### config.mk
export PLATFORM = sky130hd
export DESIGN_NAME = reset_nmi_powerdown_control
export DESIGN_NICKNAME = d
export VERILOG_FILES = /design/src/pkg/reset_nmi_pkg.sv /design/src/core/reset_nmi_powerdown_control.sv
export VERILOG_INCLUDE_DIRS = /design/src /design/src/pkg
export SDC_FILE = /design/constraint.sdc
export NUM_CORES = 1
export LEC_CHECK = 0
export BUFFER_PORTS_ARGS = -buffer_cell sky130_fd_sc_hd__buf_2
export CORE_ASPECT_RATIO = 0.5
export CORE_MARGIN = 4
export CORE_UTILIZATION = 35
export DETAILED_ROUTE_END_ITERATION = 6
export PLACE_DENSITY_LB_ADDON = 0.05
export SYNTH_ARGS = -nofsm -noshare
export SYNTH_HDL_FRONTEND = slang
export SYNTH_SLANG_ARGS = --single-unit
### constraint.sdc
create_clock -name sys_clk_in -period 1.53 [get_ports sys_clk_in]
set_input_delay 0.459 -clock sys_clk_in [delete_from_list [all_inputs] [get_ports sys_clk_in]]
set_output_delay 0.459 -clock sys_clk_in [all_outputs]
set_load 0.02 [all_outputs]
### src/pkg/reset_nmi_consts.svh
/*
 * constants for the reset / non-maskable event control block.
 * assumes a 100 MHz cpu clock; the filter count is derived from the times below.
 */
`ifndef RESET_NMI_CONSTS_SVH
`define RESET_NMI_CONSTS_SVH

`define CLK_PERIOD_NS 10
`define SPIKE_MAX_NS 10
`define SAFE_LOW_NS 100
// least time rounds up, then the two cpu clocks on top
`define SAFE_LOW_CYC ((`SAFE_LOW_NS + `CLK_PERIOD_NS - 1) / `CLK_PERIOD_NS + 2)
`define SEQ_LEN_DEF 1024
`define RECOMMENDED_HOLD_US 1000
`define CFG_WIDTH 16
`define BOOT_STRAP_BIT 4
`define CFG_RESET_VAL 16'h0000

`endif

### src/pkg/reset_nmi_pkg.sv
/*
 * types for the reset / non-maskable event control block.
 * assumes nothing beyond the constants header.
 */
package reset_nmi_pkg;

   // sequencer states, gray coded along seq->init_wait->run
   typedef enum logic [1:0] {
      ST_SEQ = 2'b00,
      ST_INIT_WAIT = 2'b01,
      ST_RUN = 2'b11,
      ST_HOLD = 2'b10
   } seq_state_e;

   typedef enum logic [1:0] {
      SRC_NONE = 2'b00,
      SRC_HW_LONG = 2'b01,
      SRC_SW = 2'b10,
      SRC_WDT = 2'b11
   } reset_src_e;

   // reset indication flags seen by software
   typedef struct packed {
      logic hw_long;
      logic sw;
      logic wdt;
   } reset_flags_s;

endpackage

### src/core/reset_nmi_powerdown_control.sv
/*
 * reset sequencing, bidirectional reset line, reset indication output,
 * non-maskable event edge detect and power-down gating.
 * assumes all pin inputs synchronous to sys_clk_in; the oscillator runs
 * whenever the clock toggles, so a reset pin sampled low for 12 cycles in a row means a reset.
 */
`timescale 1ns/100ps
`include "reset_nmi_consts.svh"

module reset_nmi_powerdown_control #(
   parameter int SEQ_LEN = `SEQ_LEN_DEF,
   parameter int CFG_W = `CFG_WIDTH
) (
   input wire logic sys_clk_in, // 100 MHz cpu clock
   input wire logic reset_in, // async power-on reset, active high
   input wire logic reset_input_pin_in, // level of the reset line
   output logic reset_input_pin_out, // value driven on reset line (always 0)
   output logic reset_input_pin_oe_out, // high while pulling the line low
   output logic reset_indication_output_n_out, // low during reset until init end
   output logic cpu_reset_out, // internal reset to the core
   input wire logic sw_reset_in, // software reset pulse
   input wire logic wdt_reset_in, // watchdog reset pulse
   input wire logic end_of_init_instruction_in, // end of init executed, pulse
   input wire logic bidir_reset_enable_wr_in, // write strobe for the enable bit
   input wire logic bidir_reset_enable_wdata_in, // value written
   output logic bidir_reset_enable_out, // current enable bit
   output reset_nmi_pkg::reset_flags_s reset_flags_out, // reset source flags
   input wire logic [CFG_W-1:0] reset_config_port_in, // configuration strap port
   output logic [CFG_W-1:0] reset_config_out, // sampled configuration
   output logic bootstrap_enter_out, // bootstrap loader selected
   input wire logic nmi_pin_in, // non-maskable event pin
   output logic nmi_trap_out, // one-cycle trap request
   input wire logic power_down_instruction_in, // power-down executed, pulse
   output logic power_down_out // power-down mode active
);

   localparam int CNT_W = $clog2(SEQ_LEN + 1);
   localparam int FLT_W = $clog2(`SAFE_LOW_CYC + 1);
   // saturates one short: the low sample that meets it completes the safe span
   localparam logic [FLT_W-1:0] FLT_MAX = FLT_W'(`SAFE_LOW_CYC - 1);
   localparam logic [CNT_W-1:0] SEQ_LAST = CNT_W'(SEQ_LEN - 1);

   reset_nmi_pkg::seq_state_e state_q, state_d;
   logic [CNT_W-1:0] seq_cnt_q;
   logic [FLT_W-1:0] low_cnt_q;
   logic bidir_q;
   logic init_done_q;
   logic nmi_prev_q;
   logic pd_q;
   logic drive_q;
   logic ind_n_q;
   logic cpu_rst_q;
   logic boot_q;
   logic [CFG_W-1:0] cfg_q;
   reset_nmi_pkg::reset_flags_s flags_q;

   // glitch filter
   // the pin is only seen while low for the full safe count; shorter lows vanish
   wire pin_low = !reset_input_pin_in;
   // our own pull is no outside request; counting it would restart the sequence forever
   wire ext_low = pin_low && !drive_q;
   wire hw_reset = ext_low && (low_cnt_q == FLT_MAX);
   // reset entry
   // any source restarts the internal sequence, except while in ST_HOLD
   wire any_reset = hw_reset || sw_reset_in || wdt_reset_in;
   wire seq_done = (state_q == reset_nmi_pkg::ST_SEQ) && (seq_cnt_q == SEQ_LAST);
   // stretch short reset
   // in bidirectional mode the sequence runs out even if the pin rises early
   wire hold_pin = hw_reset && !bidir_q;
   wire nmi_fall = nmi_prev_q && !nmi_pin_in;
   wire bidir_wr = bidir_reset_enable_wr_in && !init_done_q;

   always_comb begin
      state_d = state_q;
      case (state_q)
         reset_nmi_pkg::ST_SEQ: begin
            if (seq_done)
               state_d = hold_pin ? reset_nmi_pkg::ST_HOLD : reset_nmi_pkg::ST_INIT_WAIT;
         end
         reset_nmi_pkg::ST_HOLD: begin
            if (!pin_low)
               state_d = reset_nmi_pkg::ST_INIT_WAIT;
         end
         reset_nmi_pkg::ST_INIT_WAIT: begin
            if (end_of_init_instruction_in)
               state_d = reset_nmi_pkg::ST_RUN;
         end
         reset_nmi_pkg::ST_RUN: state_d = reset_nmi_pkg::ST_RUN;
         default: state_d = reset_nmi_pkg::ST_SEQ;
      endcase
      if (any_reset && state_q != reset_nmi_pkg::ST_HOLD)
         state_d = reset_nmi_pkg::ST_SEQ;
   end

   always_ff @(posedge sys_clk_in or posedge reset_in) begin
      if (reset_in) begin
         low_cnt_q <= '0;
         nmi_prev_q <= 1'b1;
      end else begin
         low_cnt_q <= ext_low ? ((low_cnt_q == FLT_MAX) ? FLT_MAX : low_cnt_q + 1'b1) : '0;
         nmi_prev_q <= nmi_pin_in;
      end
   end

   always_ff @(posedge sys_clk_in or posedge reset_in) begin
      if (reset_in) begin
         state_q <= reset_nmi_pkg::ST_SEQ;
         seq_cnt_q <= '0;
      end else begin
         state_q <= state_d;
         seq_cnt_q <= (state_d == reset_nmi_pkg::ST_SEQ && !seq_done && !any_reset) ?
                      seq_cnt_q + 1'b1 : '0;
      end
   end

   always_ff @(posedge sys_clk_in or posedge reset_in) begin
      if (reset_in) begin
         bidir_q <= 1'b0;
         init_done_q <= 1'b0;
      end else if (any_reset) begin
         bidir_q <= 1'b0;
         init_done_q <= 1'b0;
      end else begin
         if (bidir_wr)
            bidir_q <= bidir_reset_enable_wdata_in;
         if (end_of_init_instruction_in && state_q == reset_nmi_pkg::ST_INIT_WAIT)
            init_done_q <= 1'b1;
      end
   end

   // flags and straps are taken at the reset edge itself, before the enable clears
   always_ff @(posedge sys_clk_in or posedge reset_in) begin
      if (reset_in) begin
         flags_q <= '{hw_long: 1'b1, sw: 1'b0, wdt: 1'b0};
         cfg_q <= CFG_W'(`CFG_RESET_VAL);
         boot_q <= 1'b0;
      end else begin
         if (any_reset) begin
            // forced long flag
            // bidir_q is still the pre-reset value here, it is cleared this edge
            flags_q.hw_long <= hw_reset || bidir_q;
            flags_q.sw <= sw_reset_in && !hw_reset && !bidir_q;
            flags_q.wdt <= wdt_reset_in && !hw_reset && !sw_reset_in && !bidir_q;
         end
         if (any_reset && (hw_reset || bidir_q)) begin
            cfg_q <= reset_config_port_in;
            boot_q <= !reset_config_port_in[`BOOT_STRAP_BIT];
         end
      end
   end

   always_ff @(posedge sys_clk_in or posedge reset_in) begin
      if (reset_in) begin
         drive_q <= 1'b0;
         ind_n_q <= 1'b0;
         cpu_rst_q <= 1'b1;
         pd_q <= 1'b0;
      end else begin
         // drive line low
         // held for the whole sequence after any source while enabled
         drive_q <= (bidir_q || drive_q) && state_d == reset_nmi_pkg::ST_SEQ;
         ind_n_q <= state_d == reset_nmi_pkg::ST_RUN;
         cpu_rst_q <= state_d == reset_nmi_pkg::ST_SEQ || state_d == reset_nmi_pkg::ST_HOLD;
         // power-down gate
         // only a reset leaves power-down; the pin level matters only at entry
         if (any_reset)
            pd_q <= 1'b0;
         else if (power_down_instruction_in && !nmi_pin_in)
            pd_q <= 1'b1;
      end
   end

   always_ff @(posedge sys_clk_in or posedge reset_in) begin
      if (reset_in)
         nmi_trap_out <= 1'b0;
      else
         nmi_trap_out <= nmi_fall && !cpu_rst_q;
   end

   assign reset_input_pin_out = 1'b0;
   assign reset_input_pin_oe_out = drive_q;
   assign reset_indication_output_n_out = ind_n_q;
   assign cpu_reset_out = cpu_rst_q;
   assign bidir_reset_enable_out = bidir_q;
   assign reset_flags_out = flags_q;
   assign reset_config_out = cfg_q;
   assign bootstrap_enter_out = boot_q;
   assign power_down_out = pd_q;

   a_filter_recog: assert property (@(posedge sys_clk_in) disable iff (reset_in)
      ((!reset_input_pin_in && !reset_input_pin_oe_out) [*8] ##1
      (!reset_input_pin_in && !reset_input_pin_oe_out) [*4]) |=>
      (state_q == reset_nmi_pkg::ST_SEQ || state_q == reset_nmi_pkg::ST_HOLD))
      else $error("held low reset pin did not reset");
   a_spike_ignored: assert property (@(posedge sys_clk_in) disable iff (reset_in)
      (!cpu_reset_out && reset_input_pin_in && !sw_reset_in && !wdt_reset_in)
      ##1 (!reset_input_pin_in && !sw_reset_in && !wdt_reset_in) ##1 reset_input_pin_in
      |-> !cpu_reset_out)
      else $error("single-cycle reset spike was not filtered");
   a_drive_bidir: assert property (@(posedge sys_clk_in) disable iff (reset_in)
      (bidir_q && sw_reset_in) |=> reset_input_pin_oe_out [*4])
      else $error("reset line not driven after reset in bidirectional mode");
   a_ind_until_init: assert property (@(posedge sys_clk_in) disable iff (reset_in)
      $rose(reset_indication_output_n_out) |-> $past(end_of_init_instruction_in))
      else $error("reset indication released without end of init");
   a_nmi_trap: assert property (@(posedge sys_clk_in) disable iff (reset_in)
      ($fell(nmi_pin_in) && !cpu_rst_q) |=> nmi_trap_out)
      else $error("falling edge did not raise trap");
   a_pd_gate: assert property (@(posedge sys_clk_in) disable iff (reset_in)
      (power_down_instruction_in && !any_reset && !pd_q) |=>
      (power_down_out == !$past(nmi_pin_in)))
      else $error("power-down gating by event pin wrong");
   a_bidir_lock: assert property (@(posedge sys_clk_in) disable iff (reset_in)
      (init_done_q && !any_reset) |=> $stable(bidir_q))
      else $error("bidirectional enable changed after end of init");
   a_flags_long: assert property (@(posedge sys_clk_in) disable iff (reset_in)
      (bidir_q && any_reset) |=> (reset_flags_out.hw_long && !reset_flags_out.sw))
      else $error("flags not forced to long hardware reset");
   a_boot_strap: assert property (@(posedge sys_clk_in) disable iff (reset_in)
      (bidir_q && any_reset) |=>
      bootstrap_enter_out == !$past(reset_config_port_in[`BOOT_STRAP_BIT]))
      else $error("bootstrap select not sampled");
   a_stretch: assert property (@(posedge sys_clk_in) disable iff (reset_in)
      (bidir_q && hw_reset) |=> cpu_reset_out [*8])
      else $error("short hardware reset not stretched");

endmodule

==> run metrics <==
final worst-path setup slack -0.0939 ns; Tot GR Track Use 0.127; Post-Synthesis Cell Area 1930 um^2; Cell Pwr Density between 1000 and 1500 nW/um^2; CTS tree done; portion of netlist area occupied by mux cells 0.118; fin crit period 1.62 ns; fin util 0.545; post-synthesis sequential area ratio 0.586; WP data required around 1.7 ns; gr ovfl total 0; Simple-Gate Fraction of Synth Area 0.143; Max VDD drop 0.000671 V; final period utilization 1.06; TritonRoute pass-1 iters 4; Post-Syn Nets 184; dpl cells 296; Final #Nets 271; hold buffer count at cts 0; largest net degree at the start of global routing 22; Final Skew 0.00898 ns; DR vias/cell 4.56; ANT cells 0; yosys warns 0; area grow syn2layout 44.5%; Synth Register Bits 45; IO buf count between 50 and 60; Compound-Gate Fraction of Synth Area 0.0681; count of flip-flops with a built-in enable after synthesis 0; endpoints failing setup 14; max_cap viols 0; Clock Path Buffers 2; WL per Instance 13.1 um; Final Hold Viols 0; register area 1130 um^2; synth cell count leaders 42 x dfrtp_1, 21 x nor2_1, 10 x mux2_2, 8 x inv_1, 8 x nand2_1; Pins Over Slew Limit 0; Skew-Pair Late Insertion Delay 0.29 ns; Syn Area/Cell 12.4 um^2; layout cells sized above 1 0.557; most frequent cell after synthesis dfrtp_1; DP HPWL about 2.8 mm; initial antenna violation count 0; # rows 18; largest family of logic cells by synthesized area simple AND/OR/NAND/NOR gates; # clock sinks 45; failing checks negative setup slack; final RePlAce weighted congestion 0.719; leading area contributor after synthesis dfrtp_1; unrepaired setup endpoints after global routing yes; Ports 53; H-tree level count 2; starting density of the core 0.377; Via Count 1432; outcome complete, but fails checks; Post-Synth XOR/XNOR Area 0.0409; routed wire length 4.12 mm; Async S/R FF share, synth 1.00; element type at the critical path end register; area of the multi-input gates 853 um^2; Data arrival, critical path 1.80 ns; Yosys top cell area share 0.545; Worst Hold Class in -> async; initial DRC count 39; Synth cell types 39; total of fill cells in the finished design roughly 440; Routed Antenna Nets 0; crit path max fanout 5; root buffer cell clkbuf_8; main flop type after synthesis dfrtp_1; Cells after Synth approximately 160; worst slack, placed -0.335 ns; TritonCTS buffer count 5; top cells by area, synth dfrtp_1 54%, mux2_2 5.8%, mux2_4 5.4%; vias in the first global route around 1500; hold slack final 0.144 ns; DRC viols 0; CP startpoint kind register; adder and majority gate portion of the synthesized area 0.0130; total core area 5110 um^2; CP Class reg -> reg; Die Footprint 6840 um^2; Die W 113 um; die height slightly above 60 um; first-pass GRT wire length about 6.8 mm; Fmax ~600 MHz; final non-filler cell total 314; leak pwr 1.37 nW; CTS clk-pin slew, worst paths approximately 0.090 ns
==> logic make-up (layout without fill, tap and decap cells) <==
kind of cell / after synthesis / after routing
AO/OA/AOI/OAI: 17 / 17
XOR/XNOR: 9 / 9
adder cells (fa/ha/maj): 2 / 2
buffers and inverters: 12 / 100
flip-flops: 45 / 45
multiplexers: 18 / 18
other: 1 / 1
AND/OR/NAND/NOR: 52 / 52
==> critical path, stage by stage, from the launching register on <==
cell	delay [ns]
dfrtp_1	0.39
ha_2	0.19
nor4b_4	0.14
buf_4	0.16
a211o_4	0.35
buf_6	0.14
a21oi_2	0.09
nor3_1	0.05
==> worst paths after layout <==
path	from	endpoint	slack [ns]	cells past startpoint
worst min-delay path	reset_in	reset_indication_output_n_out	0.14	2
max in group asynchronous	reset_in	seq_cnt_q[10]	0.93	3
worst max register to register	low_cnt_q[0]	reset_input_pin_oe_out	-0.09	7
min in group sys_clk_in	nmi_pin_in	nmi_prev_q	0.28	1
worst max-delay path	low_cnt_q[0]	reset_input_pin_oe_out	-0.09	7
worst min register to register	reset_flags_out[2]	reset_flags_out[2]	0.47	2
==> sequential cells by signal, summed over array words and instances, names as in the netlist, 2 cells and up <==
register,cells
reset_config_out,16
seq_cnt_q,11
low_cnt_q,4
reset_flags_out,3
state_q,2
==> through the flow <==
stage	setup TNS (ns)	power [mW]	instance area (um^2)
floorplan	-0.500	1.74	1940
global placement	-8.03	1.96	2440
detailed placement	-8.05	1.96	2440
CTS	-1.57	3.05	2770
global route	-1.99	3.17	2790
finish	-0.563	3.02	2790
==> cell usage in the layout, fill, tap and decap left out, types with 2 or more instances in the layout <==
| cell type | n |
|---|---|
| mux2_4 | 8 |
| dfrtp_1 | 41 |
| nor4b_4 | 2 |
| buf_6 | 8 |
| dfstp_2 | 3 |
| bufinv_16 | 2 |
| inv_1 | 7 |
| mux2_2 | 9 |
| buf_2 | 50 |
| and4_1 | 3 |
| clkbuf_8 | 5 |
| nor2_1 | 12 |
| a21oi_1 | 4 |
| nand2_1 | 7 |
| xor2_1 | 6 |
| a31oi_1 | 2 |
| buf_4 | 25 |
| nor2_4 | 4 |
| xnor2_1 | 3 |
| nor2_2 | 5 |
| nand4_1 | 3 |
| nor3_1 | 3 |
| nand3_1 | 4 |
==> area by class of cell <==
type | count | share of cell area
Clock inverter | 3 | 0.0233
Multi-Input combinational cell | 99 | 0.306
Inverter | 8 | 0.0121
Timing Repair Buffer | 84 | 0.197
Tap cell | 70 | 0.0314
Sequential cell | 45 | 0.406
Clock buffer | 5 | 0.0247
==> per-layer routing <==
| layer | vias up | share of wire | wire (um) | GRT usage |
|---|---|---|---|---|
| li1 | 714 | - | - | - |
| met1 | 679 | 0.52 | 2130 | 0.176 |
| met2 | 37 | 0.41 | 1680 | 0.191 |
| met3 | 2 | 0.071 | 294 | 0.0518 |
| met4 | 0 | 0.0019 | 8 | 0.0205 |
| met5 | - | 0 | 0 | 0 |
==> power by group <==
part | internal [mW] | leakage (nW) | switching [mW] | total, mW
clock | 0.649 | 0.0681 | 0.407 | 1.06
combinational | 0.271 | 0.729 | 0.315 | 0.587
sequential | 1.32 | 0.571 | 0.0622 | 1.38
==> timing repair <==
| item | in CTS | in global routing |
|---|---|---|
| setup buffers | 8 | 3 |
| pin swaps | 7 | 5 |
| cloned | 2 | 1 |
| gates resized for setup | 18 | 20 |
| setup endpoints to repair | 33 | 37 |
Power figures use the tool's default switching activity.
